===== config.mk =====
export PLATFORM = sky130hd
export DESIGN_NAME = extended_port_pin_mux
export DESIGN_NICKNAME = d
export VERILOG_FILES = /design/src/design/port_mux_pkg.sv /design/src/design/extended_port_pin_mux.sv
export SDC_FILE = /design/constraint.sdc
export NUM_CORES = 1
export LEC_CHECK = 0
export BUFFER_PORTS_ARGS = -buffer_cell sky130_fd_sc_hd__buf_4
export CAP_MARGIN = 20
export CORE_MARGIN = 1.5
export CORE_UTILIZATION = 45
export CTS_BUF_LIST = sky130_fd_sc_hd__clkbuf_2
export CTS_CLUSTER_DIAMETER = 100
export CTS_CLUSTER_SIZE = 24
export DETAILED_ROUTE_END_ITERATION = 10
export PLACE_DENSITY = 0.7
export SLEW_MARGIN = 20
export SYNTH_ARGS = -nofsm -noshare
export SYNTH_HDL_FRONTEND = slang
export SYNTH_SLANG_ARGS = --single-unit

===== constraint.sdc =====
create_clock -name clock -period 4 [get_ports clock]
set_input_delay 0.6 -clock clock [delete_from_list [all_inputs] [get_ports clock]]
set_output_delay 0.6 -clock clock [all_outputs]
set_load 0.005 [all_outputs]

===== src/design/port_mux_pkg.sv =====
// Purpose: Constants for the extended port pin data, direction and function select block
// Assumes: Byte-wide registers on the memory-mapped register port
// Notes: Functional notes follow
// Functional notes
// - Output pin drives high for stored 1, low for stored 0.
// - Data register writes are stored in input mode; pin unaffected.
// - Data register read returns sampled pin level in either direction.
// - Cold reset clears data bits; hot reset keeps them.
// - Direction bit per pin: 1 output, 0 input.
// - Cold reset clears direction bits; hot reset keeps them.
// - Direction read returns effective drive control, peripheral's when selected.
// - Function registers are eight bits holding two-bit fields per pin.
// - Cold reset clears function fields to 00; hot reset keeps them.
// - Three-pin port pin 0: 00 lower strobe, 01 I/O, 10 SDRAM column.
// - Three-pin port pin 1: 00 upper strobe, 01 I/O, 10 SDRAM row.
// - Three-pin port pin 2: 00 shared bus control, 01 plain I/O.
// - LCD data port: 00 plain I/O, 01 LCD data bit n.
// - LCD timing port: 01 routes frame, line, shift, bias to pins 0-3.
// - ROM strobe port pins 0-2: 01 routes read, low latch, high latch.
// - Input pin has its output driver disabled.
package port_mux_pkg;

  // ****************************************
  // Register map
  // ****************************************
  localparam int ADDR_WIDTH = 24;
  localparam logic [23:0] ADDR_PA_DATA = 24'h30_0F40;
  localparam logic [23:0] ADDR_PA_DIR = 24'h30_0F41;
  localparam logic [23:0] ADDR_PB_DATA = 24'h30_0F42;
  localparam logic [23:0] ADDR_PB_DIR = 24'h30_0F43;
  localparam logic [23:0] ADDR_PC_DATA = 24'h30_0F44;
  localparam logic [23:0] ADDR_PC_DIR = 24'h30_0F45;
  localparam logic [23:0] ADDR_PD_DATA = 24'h30_0F46;
  localparam logic [23:0] ADDR_PD_DIR = 24'h30_0F47;
  localparam logic [23:0] ADDR_PA_FN = 24'h30_0F60;
  localparam logic [23:0] ADDR_PB_LO_FN = 24'h30_0F62;
  localparam logic [23:0] ADDR_PB_HI_FN = 24'h30_0F63;
  localparam logic [23:0] ADDR_PC_FN = 24'h30_0F64;
  localparam logic [23:0] ADDR_PD_FN = 24'h30_0F66;

  // ****************************************
  // Widths, masks and reset values
  // ****************************************
  localparam int PA_WIDTH = 3;
  localparam int PB_WIDTH = 8;
  localparam int PC_WIDTH = 4;
  localparam int PD_WIDTH = 8;
  localparam int PD_FN_PINS = 3;
  localparam int PA_BASE = 0;
  localparam int PB_BASE = PA_BASE + PA_WIDTH;
  localparam int PC_BASE = PB_BASE + PB_WIDTH;
  localparam int PD_BASE = PC_BASE + PC_WIDTH;
  localparam int PIN_COUNT = PD_BASE + PD_WIDTH;
  localparam logic [7:0] MASK_PA = 8'h07;
  localparam logic [7:0] MASK_PB = 8'hFF;
  localparam logic [7:0] MASK_PC = 8'h0F;
  localparam logic [7:0] MASK_PD = 8'hFF;
  localparam logic [7:0] MASK_FN_SIX = 8'h3F;
  localparam logic [7:0] MASK_FN_FULL = 8'hFF;
  localparam logic [7:0] REG_RESET = 8'h00;
  localparam logic [7:0] READ_IDLE = 8'h00;

  // ****************************************
  // Pin function codes
  // ****************************************
  localparam logic [1:0] FN_CODE_00 = 2'h0;
  localparam logic [1:0] FN_CODE_01 = 2'h1;
  localparam logic [1:0] FN_CODE_10 = 2'h2;

endpackage


===== src/design/extended_port_pin_mux.sv =====
// Purpose: Four extended I/O ports with per-pin peripheral function multiplexing
// Assumes: rst is the cold reset; a hot reset never reaches this block so state is kept
// Notes: Pin value and drive are registered; reserved function codes act as plain I/O
`timescale 1ns/100ps
module extended_port_pin_mux
  import port_mux_pkg::*;
(
  input logic clock,
  input logic rst,
  input logic clock_enable,
  input logic [ADDR_WIDTH-1:0] reg_addr,
  input logic reg_wr,
  input logic reg_rd,
  input logic [7:0] reg_wdata,
  output logic [7:0] reg_rdata,
  input logic [PA_WIDTH-1:0] pa_pin_in,
  output logic [PA_WIDTH-1:0] pa_pin_out,
  output logic [PA_WIDTH-1:0] pa_pin_oe,
  input logic [PB_WIDTH-1:0] pb_pin_in,
  output logic [PB_WIDTH-1:0] pb_pin_out,
  output logic [PB_WIDTH-1:0] pb_pin_oe,
  input logic [PC_WIDTH-1:0] pc_pin_in,
  output logic [PC_WIDTH-1:0] pc_pin_out,
  output logic [PC_WIDTH-1:0] pc_pin_oe,
  input logic [PD_WIDTH-1:0] pd_pin_in,
  output logic [PD_WIDTH-1:0] pd_pin_out,
  output logic [PD_WIDTH-1:0] pd_pin_oe,
  input logic lower_column_strobe,
  input logic upper_column_strobe,
  input logic sdram_column_strobe,
  input logic sdram_row_strobe,
  input logic bus_control_out,
  input logic bus_control_oe,
  input logic [PB_WIDTH-1:0] lcd_pixel_data_out,
  input logic lcd_frame_start,
  input logic lcd_line_latch_clock,
  input logic lcd_shift_clock,
  input logic lcd_backplane_bias,
  input logic seq_rom_read_strobe,
  input logic seq_rom_low_addr_latch,
  input logic seq_rom_high_addr_latch
);

  // ****************************************
  // Helper functions
  // ****************************************

  // Two-bit pin function field of a pin within a 16-bit field vector
  function automatic logic [1:0] field_of(input logic [15:0] fields, input int idx);
    field_of = fields[2*idx +: 2];
  endfunction

  // Address match qualified by an access strobe
  function automatic logic hit(input logic [23:0] addr, input logic [23:0] target, input logic strobe);
    hit = strobe && (addr == target);
  endfunction

  // ****************************************
  // Register state
  // ****************************************
  // Only rst clears these, so a hot reset keeps every setting
  logic [7:0] pa_data_q, pb_data_q, pc_data_q, pd_data_q;
  logic [7:0] pa_dir_q, pb_dir_q, pc_dir_q, pd_dir_q;
  logic [7:0] pa_fn_q, pb_lo_fn_q, pb_hi_fn_q, pc_fn_q, pd_fn_q;
  logic [7:0] rdata_q;
  logic [PIN_COUNT-1:0] out_q, oe_q;

  // Write strobes per register
  // Exact address match, so the gaps between registers never alias
  wire wr_pa_data = hit(reg_addr, ADDR_PA_DATA, reg_wr);
  wire wr_pb_data = hit(reg_addr, ADDR_PB_DATA, reg_wr);
  wire wr_pc_data = hit(reg_addr, ADDR_PC_DATA, reg_wr);
  wire wr_pd_data = hit(reg_addr, ADDR_PD_DATA, reg_wr);
  wire wr_pa_dir = hit(reg_addr, ADDR_PA_DIR, reg_wr);
  wire wr_pb_dir = hit(reg_addr, ADDR_PB_DIR, reg_wr);
  wire wr_pc_dir = hit(reg_addr, ADDR_PC_DIR, reg_wr);
  wire wr_pd_dir = hit(reg_addr, ADDR_PD_DIR, reg_wr);
  wire wr_pa_fn = hit(reg_addr, ADDR_PA_FN, reg_wr);
  wire wr_pb_lo_fn = hit(reg_addr, ADDR_PB_LO_FN, reg_wr);
  wire wr_pb_hi_fn = hit(reg_addr, ADDR_PB_HI_FN, reg_wr);
  wire wr_pc_fn = hit(reg_addr, ADDR_PC_FN, reg_wr);
  wire wr_pd_fn = hit(reg_addr, ADDR_PD_FN, reg_wr);

  // Masked write values; unimplemented bits stay zero
  // Full-width registers pass the byte through unchanged
  wire [7:0] pa_wval = reg_wdata & MASK_PA;
  wire [7:0] pb_wval = reg_wdata & MASK_PB;
  wire [7:0] pc_wval = reg_wdata & MASK_PC;
  wire [7:0] pd_wval = reg_wdata & MASK_PD;
  wire [7:0] fn_six_wval = reg_wdata & MASK_FN_SIX;
  wire [7:0] fn_full_wval = reg_wdata & MASK_FN_FULL;

  // ****************************************
  // Data, direction and function registers
  // ****************************************

  // Data registers; stored regardless of direction
  always_ff @(posedge clock or posedge rst)
  begin
    if (rst)
    begin
      pa_data_q <= REG_RESET;
      pb_data_q <= REG_RESET;
      pc_data_q <= REG_RESET;
      pd_data_q <= REG_RESET;
    end
    else if (clock_enable)
    begin
      if (wr_pa_data) pa_data_q <= pa_wval;
      if (wr_pb_data) pb_data_q <= pb_wval;
      if (wr_pc_data) pc_data_q <= pc_wval;
      if (wr_pd_data) pd_data_q <= pd_wval;
    end
  end

  // Direction registers; 1 output, 0 input
  always_ff @(posedge clock or posedge rst)
  begin
    if (rst)
    begin
      pa_dir_q <= REG_RESET;
      pb_dir_q <= REG_RESET;
      pc_dir_q <= REG_RESET;
      pd_dir_q <= REG_RESET;
    end
    else if (clock_enable)
    begin
      if (wr_pa_dir) pa_dir_q <= pa_wval;
      if (wr_pb_dir) pb_dir_q <= pb_wval;
      if (wr_pc_dir) pc_dir_q <= pc_wval;
      if (wr_pd_dir) pd_dir_q <= pd_wval;
    end
  end

  // Function select registers
  // Port A and D fields stop at bit 5; bits 7:6 always hold zero
  always_ff @(posedge clock or posedge rst)
  begin
    if (rst)
    begin
      pa_fn_q <= REG_RESET;
      pb_lo_fn_q <= REG_RESET;
      pb_hi_fn_q <= REG_RESET;
      pc_fn_q <= REG_RESET;
      pd_fn_q <= REG_RESET;
    end
    else if (clock_enable)
    begin
      if (wr_pa_fn) pa_fn_q <= fn_six_wval;
      if (wr_pb_lo_fn) pb_lo_fn_q <= fn_full_wval;
      if (wr_pb_hi_fn) pb_hi_fn_q <= fn_full_wval;
      if (wr_pc_fn) pc_fn_q <= fn_full_wval;
      if (wr_pd_fn) pd_fn_q <= fn_six_wval;
    end
  end

  // ****************************************
  // Peripheral routing
  // ****************************************
  // Flat per-pin peripheral select, value and drive across all ports
  logic [PIN_COUNT-1:0] periph_sel, periph_val, periph_oe;

  // Three-pin port codes
  // Reserved codes leave the select low, so the pin stays plain I/O
  wire [1:0] pa_code0 = field_of({8'h00, pa_fn_q}, 0);
  wire [1:0] pa_code1 = field_of({8'h00, pa_fn_q}, 1);
  wire [1:0] pa_code2 = field_of({8'h00, pa_fn_q}, 2);

  // Pin 0: lower column strobe or SDRAM column strobe
  // Memory strobes always drive while routed
  assign periph_sel[PA_BASE] = (pa_code0 == FN_CODE_00) || (pa_code0 == FN_CODE_10);
  assign periph_val[PA_BASE] = (pa_code0 == FN_CODE_00) ? lower_column_strobe : sdram_column_strobe;
  assign periph_oe[PA_BASE] = 1'b1;

  // Pin 1: upper column strobe or SDRAM row strobe
  assign periph_sel[PA_BASE+1] = (pa_code1 == FN_CODE_00) || (pa_code1 == FN_CODE_10);
  assign periph_val[PA_BASE+1] = (pa_code1 == FN_CODE_00) ? upper_column_strobe : sdram_row_strobe;
  assign periph_oe[PA_BASE+1] = 1'b1;

  // Pin 2: shared bus control owns value and drive
  // Bus control may release the pin, as when it serves as a wait input
  assign periph_sel[PA_BASE+2] = (pa_code2 == FN_CODE_00);
  assign periph_val[PA_BASE+2] = bus_control_out;
  assign periph_oe[PA_BASE+2] = bus_control_oe;

  // LCD data and timing, ROM strobe ports
  // Timing and strobe signals gathered so a loop can index them
  wire [15:0] pb_fields = {pb_hi_fn_q, pb_lo_fn_q};
  wire [PC_WIDTH-1:0] lcd_timing = {lcd_backplane_bias, lcd_shift_clock, lcd_line_latch_clock, lcd_frame_start};
  wire [PD_FN_PINS-1:0] rom_strobes = {seq_rom_high_addr_latch, seq_rom_low_addr_latch, seq_rom_read_strobe};

  genvar gi;
  generate
    // LCD data pin n takes controller data bit n
    for (gi = 0; gi < PB_WIDTH; gi++)
    begin : g_lcd_data
      assign periph_sel[PB_BASE+gi] = (field_of(pb_fields, gi) == FN_CODE_01);
      assign periph_val[PB_BASE+gi] = lcd_pixel_data_out[gi];
      assign periph_oe[PB_BASE+gi] = 1'b1;
    end
    // LCD timing pins: frame, line, shift, bias
    for (gi = 0; gi < PC_WIDTH; gi++)
    begin : g_lcd_timing
      assign periph_sel[PC_BASE+gi] = (field_of({8'h00, pc_fn_q}, gi) == FN_CODE_01);
      assign periph_val[PC_BASE+gi] = lcd_timing[gi];
      assign periph_oe[PC_BASE+gi] = 1'b1;
    end
    // ROM strobes on pins 0-2; upper pins are plain I/O only
    for (gi = 0; gi < PD_WIDTH; gi++)
    begin : g_rom_strobe
      if (gi < PD_FN_PINS)
      begin : g_muxed
        assign periph_sel[PD_BASE+gi] = (field_of({8'h00, pd_fn_q}, gi) == FN_CODE_01);
        assign periph_val[PD_BASE+gi] = rom_strobes[gi];
        assign periph_oe[PD_BASE+gi] = 1'b1;
      end
      else
      begin : g_plain
        assign periph_sel[PD_BASE+gi] = 1'b0;
        assign periph_val[PD_BASE+gi] = 1'b0;
        assign periph_oe[PD_BASE+gi] = 1'b0;
      end
    end
  endgenerate

  // ****************************************
  // Pin drive
  // ****************************************
  // Flat data and direction vectors, port A in the low bits
  wire [PIN_COUNT-1:0] reg_data = {pd_data_q[PD_WIDTH-1:0], pc_data_q[PC_WIDTH-1:0],
                                   pb_data_q[PB_WIDTH-1:0], pa_data_q[PA_WIDTH-1:0]};
  wire [PIN_COUNT-1:0] reg_dir = {pd_dir_q[PD_WIDTH-1:0], pc_dir_q[PC_WIDTH-1:0],
                                  pb_dir_q[PB_WIDTH-1:0], pa_dir_q[PA_WIDTH-1:0]};

  // Peripheral overrides registers when its function is chosen
  // Drive enable picks the peripheral's or the direction bit, per pin
  wire [PIN_COUNT-1:0] out_d = (periph_sel & periph_val) | (~periph_sel & reg_data);
  wire [PIN_COUNT-1:0] oe_d = (periph_sel & periph_oe) | (~periph_sel & reg_dir);

  // Registered pin value and enable
  // Pins change one cycle after their cause; no glitches reach the pads
  always_ff @(posedge clock or posedge rst)
  begin
    if (rst)
    begin
      out_q <= '0;
      oe_q <= '0;
    end
    else if (clock_enable)
    begin
      out_q <= out_d;
      oe_q <= oe_d;
    end
  end

  // Split the flat vectors back into ports
  assign pa_pin_out = out_q[PA_BASE +: PA_WIDTH];
  assign pa_pin_oe = oe_q[PA_BASE +: PA_WIDTH];
  assign pb_pin_out = out_q[PB_BASE +: PB_WIDTH];
  assign pb_pin_oe = oe_q[PB_BASE +: PB_WIDTH];
  assign pc_pin_out = out_q[PC_BASE +: PC_WIDTH];
  assign pc_pin_oe = oe_q[PC_BASE +: PC_WIDTH];
  assign pd_pin_out = out_q[PD_BASE +: PD_WIDTH];
  assign pd_pin_oe = oe_q[PD_BASE +: PD_WIDTH];

  // ****************************************
  // Register read
  // ****************************************

  // Pin levels and effective drive control, zero-extended
  wire [7:0] pa_pin_rd = {{(8-PA_WIDTH){1'b0}}, pa_pin_in};
  wire [7:0] pc_pin_rd = {{(8-PC_WIDTH){1'b0}}, pc_pin_in};
  wire [7:0] pa_oe_rd = {{(8-PA_WIDTH){1'b0}}, pa_pin_oe};
  wire [7:0] pc_oe_rd = {{(8-PC_WIDTH){1'b0}}, pc_pin_oe};

  // Read selection; unmapped addresses answer zero
  // Data reads show the pin, which lags a data write by one cycle
  wire [7:0] read_mux =
    (reg_addr == ADDR_PA_DATA) ? pa_pin_rd :
    (reg_addr == ADDR_PB_DATA) ? pb_pin_in :
    (reg_addr == ADDR_PC_DATA) ? pc_pin_rd :
    (reg_addr == ADDR_PD_DATA) ? pd_pin_in :
    (reg_addr == ADDR_PA_DIR) ? pa_oe_rd :
    (reg_addr == ADDR_PB_DIR) ? pb_pin_oe :
    (reg_addr == ADDR_PC_DIR) ? pc_oe_rd :
    (reg_addr == ADDR_PD_DIR) ? pd_pin_oe :
    (reg_addr == ADDR_PA_FN) ? pa_fn_q :
    (reg_addr == ADDR_PB_LO_FN) ? pb_lo_fn_q :
    (reg_addr == ADDR_PB_HI_FN) ? pb_hi_fn_q :
    (reg_addr == ADDR_PC_FN) ? pc_fn_q :
    (reg_addr == ADDR_PD_FN) ? pd_fn_q :
    READ_IDLE;

  // Read data captured on the read strobe
  // Holds between reads so software sees a stable byte
  always_ff @(posedge clock or posedge rst)
  begin
    if (rst)
      rdata_q <= READ_IDLE;
    else if (clock_enable && reg_rd)
      rdata_q <= read_mux;
  end

  assign reg_rdata = rdata_q;

endmodule


==> results of run 1 <==
[metrics by stage]
step	power (mW)	utilization, %	hold slack (ns)	area, um2
finish	2.539	56.54	0.05811	7970
detailed placement	1.729	54.80	0.4805	7725
global placement	1.724	54.80	0.4673	7725
floorplan	1.567	-	0.4574	6578
global route	2.655	56.54	0.04393	7970
CTS	2.561	56.52	0.04205	7968
[routing by layer]
layer	routed length, um	vias up	global-route usage [%]
met4	403	0	7.471
met1	7920	2540	33.62
met2	8350	212	38.40
met3	1511	28	6.731
met5	0	-	0
li1	-	2350	-
[cell type report]
| cell class | count | area [um2] | area share, % |
|---|---|---|---|
| Tap cell | 180 | 225.2 | 2.826 |
| Multi-Input combinational cell | 400 | 3010 | 37.77 |
| Inverter | 9 | 37.54 | 0.4710 |
| Antenna cell | 1 | 2.502 | 0.03140 |
| Clock inverter | 14 | 157.7 | 1.978 |
| Clock buffer | 17 | 85.08 | 1.068 |
| Timing Repair Buffer | 138 | 1049 | 13.16 |
| Sequential cell | 136 | 3403 | 42.70 |
[where the power goes]
part           switching [mW]  internal [mW]  total (mW)
clock                   0.497          0.339       0.836
combinational           0.148          0.126       0.274
sequential             0.0235           1.41        1.43
[worst max-delay path: cells and delay by family]
kind / cells / cell delay (ns)
buffers and inverters: 1 / 0.12
AND/OR/NAND/NOR: 4 / 1.67
multiplexers: 1 / 0.39
[flip-flops by register name, indices dropped and copies added (netlist names), 4 cells and up]
name        flops
pb_dir_q        8
pc_data_q       4
reg_rdata       8
pc_fn_q         8
pa_fn_q         6
pb_data_q       8
out_q          23
pd_fn_q         6
pd_dir_q        8
oe_q           23
pd_data_q       8
pc_dir_q        4
pb_hi_fn_q      8
pb_lo_fn_q      8
[path summary, 6_finish.rpt]
kind | start | endpoint | slack (ns) | cells past startpoint
setup reg to reg | pd_fn_q[3] | reg_rdata[3] | 2.29 | 6
setup / recovery | reg_addr[23] | pb_lo_fn_q[1] | 1.77 | 6
max in group asynchronous | rst | pd_data_q[6] | 2.98 | 3
min in group clock | reg_wdata[6] | pb_data_q[6] | 0.19 | 2
hold / removal | rst | pc_fn_q[1] | 0.06 | 2
hold reg to reg | pd_dir_q[5] | pd_dir_q[5] | 0.53 | 1
[layout by cell type (no fill, tap or decap), types with 16 or more instances in the layout]
master and count:
a21oi_1 51, buf_4 137, nor2b_1 16, o21ai_0 17, nand2_1 20, clkbuf_2 17, mux2_2 92, nor2_1 59
dfrtp_1 136, nand3_1 18, mux2i_1 24
[logic make-up after synthesis]
logic type	count (synthesis)	synth area share (%)
simple gates	171	15.49
buf+inv	38	2.436
mux	120	20.27
compound gates	108	9.897
xor+xnor	1	0.1333
flops	136	51.77
==> key figures, run 1 <==
CTS
  • Number of CTS-inserted buffers: 17
  • Clk sinks: 136
  • CTS Hold Bufs: 0
  • CTS tree: built
  • Post-cts sizing count: 0
  • CTS H-tree lvls: 4
  • Root Buffer: clkbuf_2
  • Clock buffer depth: 2
  • Worst skew pair latency: 0.69 ns
  • Post-CTS setup buffer count: 0
  • Clock transition at path regs: 0.21 ns

Routing
  • Routed len/inst: 20.32 um
  • Initial drt markers: 384
  • First-pass DRT Iterations: 5
  • Drc violations: 0
  • Final WL: 18,190 um
  • Via density: 5.732
  • Via Count: 5,130
  • Antenna-violating nets left: 0

Timing
  • Clk_skew: 0.03226 ns
  • Number of setup violations in the final report: 0
  • Min cycle time layout: 2.231 ns
  • Max-Slew Margin vs Limit: 42.00%
  • Worst slew pin tran: 0.8681 ns
  • Max-slew violations: 0
  • Max frequency: 448.3 MHz
  • Endpoints failing hold: 0
  • RSZ-0062 raised after global routing: no
  • Setup TNS: 0 ns
  • Final worst setup slack: 1.769 ns
  • Final worst-path cycle share: 55.77%

Outcome
  • Status: complete, no violations

Yosys
  • Mean Syn Cell Area: 11.45 um2
  • Largest cells by area after synthesis: dfrtp_1, mux2_2, a21oi_1
  • Synth warn: 0
  • Synthesized instance count: 574
  • Seq/Total Area, Yosys: 51.77%
  • Post-synth EDFFs: 0
  • Synth area leader: dfrtp_1
  • Mapped Area: 6574 um2
  • Synth async-reset ratio: 100.0%
  • Most common flop cell mapped by yosys: dfrtp_1
  • Distinct cells, synth: 64
  • Share of the synthesized area in the top cell type: 51.77%
  • Most frequent cell after synthesis: dfrtp_1
  • Post-Syn Nets: 655
  • Yosys reg bits: 136
  • Synth cell count leaders: dfrtp_1, mux2_2, nor2_1, a21oi_1, mux2i_1

Floorplanning
  • Initial core utilization: 46.64%
  • Die X: 123.9 um
  • DIE AREA: 15,340 um2
  • Die Height: 123.9 um
  • Placement Rows: 43
  • I/O Pins: 135
  • Core area: 14,100 um2

Setup path
  • Startpoint Class: input pin
  • CP cell instances: buf_4 -> nor4_4 -> nand4_4 -> nor2_2 -> nand3_1 -> mux2_2
  • Max incr delay on CP: 0.61 ns
  • Worst EP required: 4.57 ns
  • CP max FO: 13
  • Setup CP Type: in2reg
  • CP Capture Type: flip-flop
  • Worst EP arrival: 2.80 ns
  • Slowest cell on crit path: nor2_2

Min path
  • Worst min path class: in2async

GRT
  • GRT overflow: 0
  • Vias in the first global route: 5,129
  • Gr usage total: 24.61%
  • Largest net degree at the start of global routing: 99
  • Initial antenna violation count: 1
  • First-pass GRT wire length: 27,820 um

Finish
  • Fill count: 1,256
  • Final cell count without fillers: 895
  • Area Growth Syn to Fin: 21.24%
  • Final nets: 783
  • Share of post-route cells with drive strength above 1: 39.78%

Job
  • Max Cap Viol: 0

Power
  • Static leakage: 3.793 nW
  • Worst vdd ir: 0.0001716 V
  • Pwr/cell area: 318.6 nW/um2

Placed design
  • Placed Instances: 863
  • Dpl ws: 1.098 ns
  • Port-buffer cells: 134
  • Final HPWL DP: 13,250 um
  • Placer congestion estimate: 0.8805
Note: power is estimated with default switching activity, not from simulation.
==> inputs of run 2 (changes only) <==
--- a/config.mk
+++ b/config.mk
@@ -13,7 +13,7 @@
 export CTS_CLUSTER_DIAMETER = 100
 export CTS_CLUSTER_SIZE = 24
 export DETAILED_ROUTE_END_ITERATION = 10
-export PLACE_DENSITY = 0.7
+export PLACE_DENSITY = 0.68
 export SLEW_MARGIN = 20
 export SYNTH_ARGS = -nofsm -noshare
 export SYNTH_HDL_FRONTEND = slang
==> constraint.sdc (replaced) <==
create_clock -name clock -period 2.2 [get_ports clock]
set_input_delay 0.33 -clock clock [delete_from_list [all_inputs] [get_ports clock]]
set_output_delay 0.33 -clock clock [all_outputs]
set_load 0.005 [all_outputs]
==> run 2 against run 1 <==
Against the previous run: cell count grew 7.3%; critical path type is now reg2reg; worst hold slack gained 0.032 ns; clock power grew 100%; via count grew 6.1%; cell area grew 8.4%; routed wire length grew 6.3%.
==> key figures, run 2 (synthesis gave the netlist of run 1 again) <==
Outcome
  • Status: complete, no violations (unchanged)

GRT
  • First-pass GRT wire length: 28,970 um (was 27,820 um)
  • Initial antenna violation count: 0 (was 1)
  • GRT overflow: 0 (unchanged)
  • Largest net degree at the start of global routing: 95 (was 99)
  • Gr usage total: 25.76% (was 24.61%)
  • Vias in the first global route: 5,446 (was 5,129)

Finish
  • Commonest non-fill, non-tap cell in the layout: buf_4 (unchanged)
  • Final nets: 849 (was 783)
  • Final cell count without fillers: 960 (was 895)
  • Share of post-route cells with drive strength above 1: 41.03% (was 39.78%)
  • Ant. Diodes: 0 (was 1)
  • Fill count: 1,180 (was 1,256)
  • Post-Route Utilization: 61.27% (was 56.54%)
  • Final Cell Area: 8637 um2 (was 7970 um2)
  • Regs by FF count: oe_q x23, out_q x23 (unchanged)
  • Area Growth Syn to Fin: 31.39% (was 21.24%)
  • Commonest non-fill, non-tap cells in the layout: buf_4, dfrtp_1, mux2_2 (unchanged)

Power
  • P_sw: 1.297 mW (was 0.6690 mW)
  • Worst vdd ir: 0.0003737 V (was 0.0001716 V)
  • Switching share of total power: 26.54% (was 26.35%)
  • Seq pwr share: 53.2% (was 56.3%)
  • Static leakage: 4.115 nW (was 3.793 nW)
  • Int Power: 3.590 mW (was 1.870 mW)
  • Logic pwr share: 11.8% (was 10.8%)
  • Pwr/cell area: 565.9 nW/um2 (was 318.6 nW/um2)
  • Clk pwr share: 35.1% (was 32.9%)

Placed design
  • Final HPWL DP: 13,880 um (was 13,250 um)
  • Placed Instances: 892 (was 863)
  • Port-buffer cells: 134 (unchanged)
  • Placer congestion estimate: 0.9235 (was 0.8805)
  • Post-DP Area: 7980 um2 (was 7725 um2)

CTS
  • Root Buffer: clkbuf_2 (unchanged)
  • Clock buffer depth: 2 (unchanged)
  • CTS H-tree lvls: 4 (unchanged)
  • CTS tree: built (unchanged)
  • Clock transition at path regs: 0.22 ns (was 0.21 ns)
  • Number of CTS-inserted buffers: 17 (unchanged)
  • Worst skew pair latency: 0.71 ns (was 0.69 ns)
  • Clk sinks: 136 (unchanged)

Routing
  • Via Count: 5,443 (was 5,130)
  • Drc violations: 0 (unchanged)
  • Via density: 5.670 (was 5.732)
  • First-pass DRT Iterations: 5 (unchanged)
  • Final WL: 19,330 um (was 18,190 um)
  • Routed len/inst: 20.13 um (was 20.32 um)
  • Antenna-violating nets left: 0 (unchanged)
  • Initial drt markers: 413 (was 384)

Floorplanning
  • Placement Rows: 43 (unchanged)
  • Die X: 123.9 um (unchanged)
  • I/O Pins: 135 (unchanged)
  • Die Height: 123.9 um (unchanged)
  • Initial core utilization: 46.64% (unchanged)
  • Core area: 14,100 um2 (unchanged)
  • DIE AREA: 15,340 um2 (unchanged)

Setup path
  • Startpoint Class: flip-flop (was input pin)
  • Worst EP arrival: 2.67 ns (was 2.80 ns)
  • Setup CP Type: reg2reg (was in2reg)
  • CP Launch Point: pb_lo_fn_q[2] (was reg_addr[23])
  • CP max FO: 3 (was 13)
  • R2R cell count: 7 (was 6)
  • RR Startpoint: pb_lo_fn_q[2] (was pd_fn_q[3])
  • CP endpoint: reg_rdata[2] (was pb_lo_fn_q[1])
  • CP Capture Type: flip-flop (unchanged)
  • RR Endpoint: reg_rdata[2] (was reg_rdata[3])
  • R2R setup slack: 0.15 ns (was 2.29 ns)
  • Worst EP required: 2.82 ns (was 4.57 ns)

Job
  • Max Cap Viol: 0 (unchanged)

Timing
  • Max frequency: 488.8 MHz
  • Max-Slew Margin vs Limit: 54.61% (was 42.00%)
  • Number of setup violations in the final report: 0 (unchanged)
  • Max-slew violations: 0 (unchanged)
  • Min cycle time layout: 2.046 ns
  • Worst slew pin tran: 0.6805 ns (was 0.8681 ns)
  • Clk_skew: 0.02757 ns (was 0.03226 ns)
  • Final worst-path cycle share: 93.00%
  • Endpoints failing hold: 0 (unchanged)
  • RSZ-0062 raised after global routing: no (unchanged)

Min path
  • Worst min path class: in2reg (was in2async)
[run 2: per-layer routing]
metal | wire (um) | GRT usage, % | part of all wire [%] | up-vias
met1 | 8531 | 34.71 | 44 | 2700
met2 | 9143 | 41.37 | 47 | 233
met4 | 319 | 8.693 | 1.7 | 0
met5 | 0 | 0 | 0 | -
met3 | 1335 | 5.632 | 6.9 | 32
li1 | - | - | - | 2478
[run 2: layout make-up]
| type | count | area (um2) | area share, % |
|---|---|---|---|
| flip-flops and latches | 136 | 3405 | 39.42 |
| multi-input cells | 400 | 3015 | 34.91 |
| repair buffers | 204 | 1669 | 19.32 |
| well taps | 180 | 225.2 | 2.608 |
| clock inverters | 14 | 200.2 | 2.318 |
| clock buffers | 17 | 85.08 | 0.9851 |
| inverters | 9 | 37.54 | 0.4346 |
[run 2: how the worst min path moves through the flow]
stage	end	cells past startpoint	from
5_1_grt	reg_rdata[5]	4	pb_pin_in[5]
6_report	out_q[0]	4	lower_column_strobe
3_5_place_dp	pb_data_q[6]	1	pb_data_q[6]
2_1_floorplan	pb_data_q[6]	1	pb_data_q[6]
4_1_cts	reg_rdata[5]	4	pb_pin_in[5]
3_3_place_gp	pb_data_q[6]	1	pb_data_q[6]
[run 2: worst max-delay path, cell delays in order (launching register included)]
cell and delay, ns:
dfrtp_1 0.44, mux2i_1 0.16, o21ai_0 0.14, a22oi_2 0.24, o22ai_1 0.10, a22oi_1 0.19, a21oi_1 0.09, dlygate4sd3_1 0.58
[run 2: what timing repair did]
item	CTS	global route
buffers inserted	0	2
endpoints found under the setup margin	0	1
endpoints found under the hold margin	241	0
hold buffers	35	0
resized for setup	0	2
[run 2: power groups by stage]
stage	logic (mW)	clock network, mW	registers, mW
after floorplan	0.213	0	2.64
after global placement	0.513	0	2.64
after detailed placement	0.522	0	2.64
after CTS	0.574	1.75	2.60
after global routing	0.625	1.84	2.61
final	0.574	1.71	2.60
[run 2: stage by stage]
step           setup slack (ns)  total power [mW]  setup TNS, ns  hold WS (ns)
2_1_floorplan            0.1769             2.850              0        0.4574
3_3_place_gp            0.08499             3.153              0        0.4747
3_5_place_dp           -0.03449             3.165       -0.06274        0.4874
4_1_cts                  0.1164             4.927              0      0.006268
5_1_grt                 0.03100             5.072              0       0.03015
6_report                 0.1540             4.887              0       0.09028
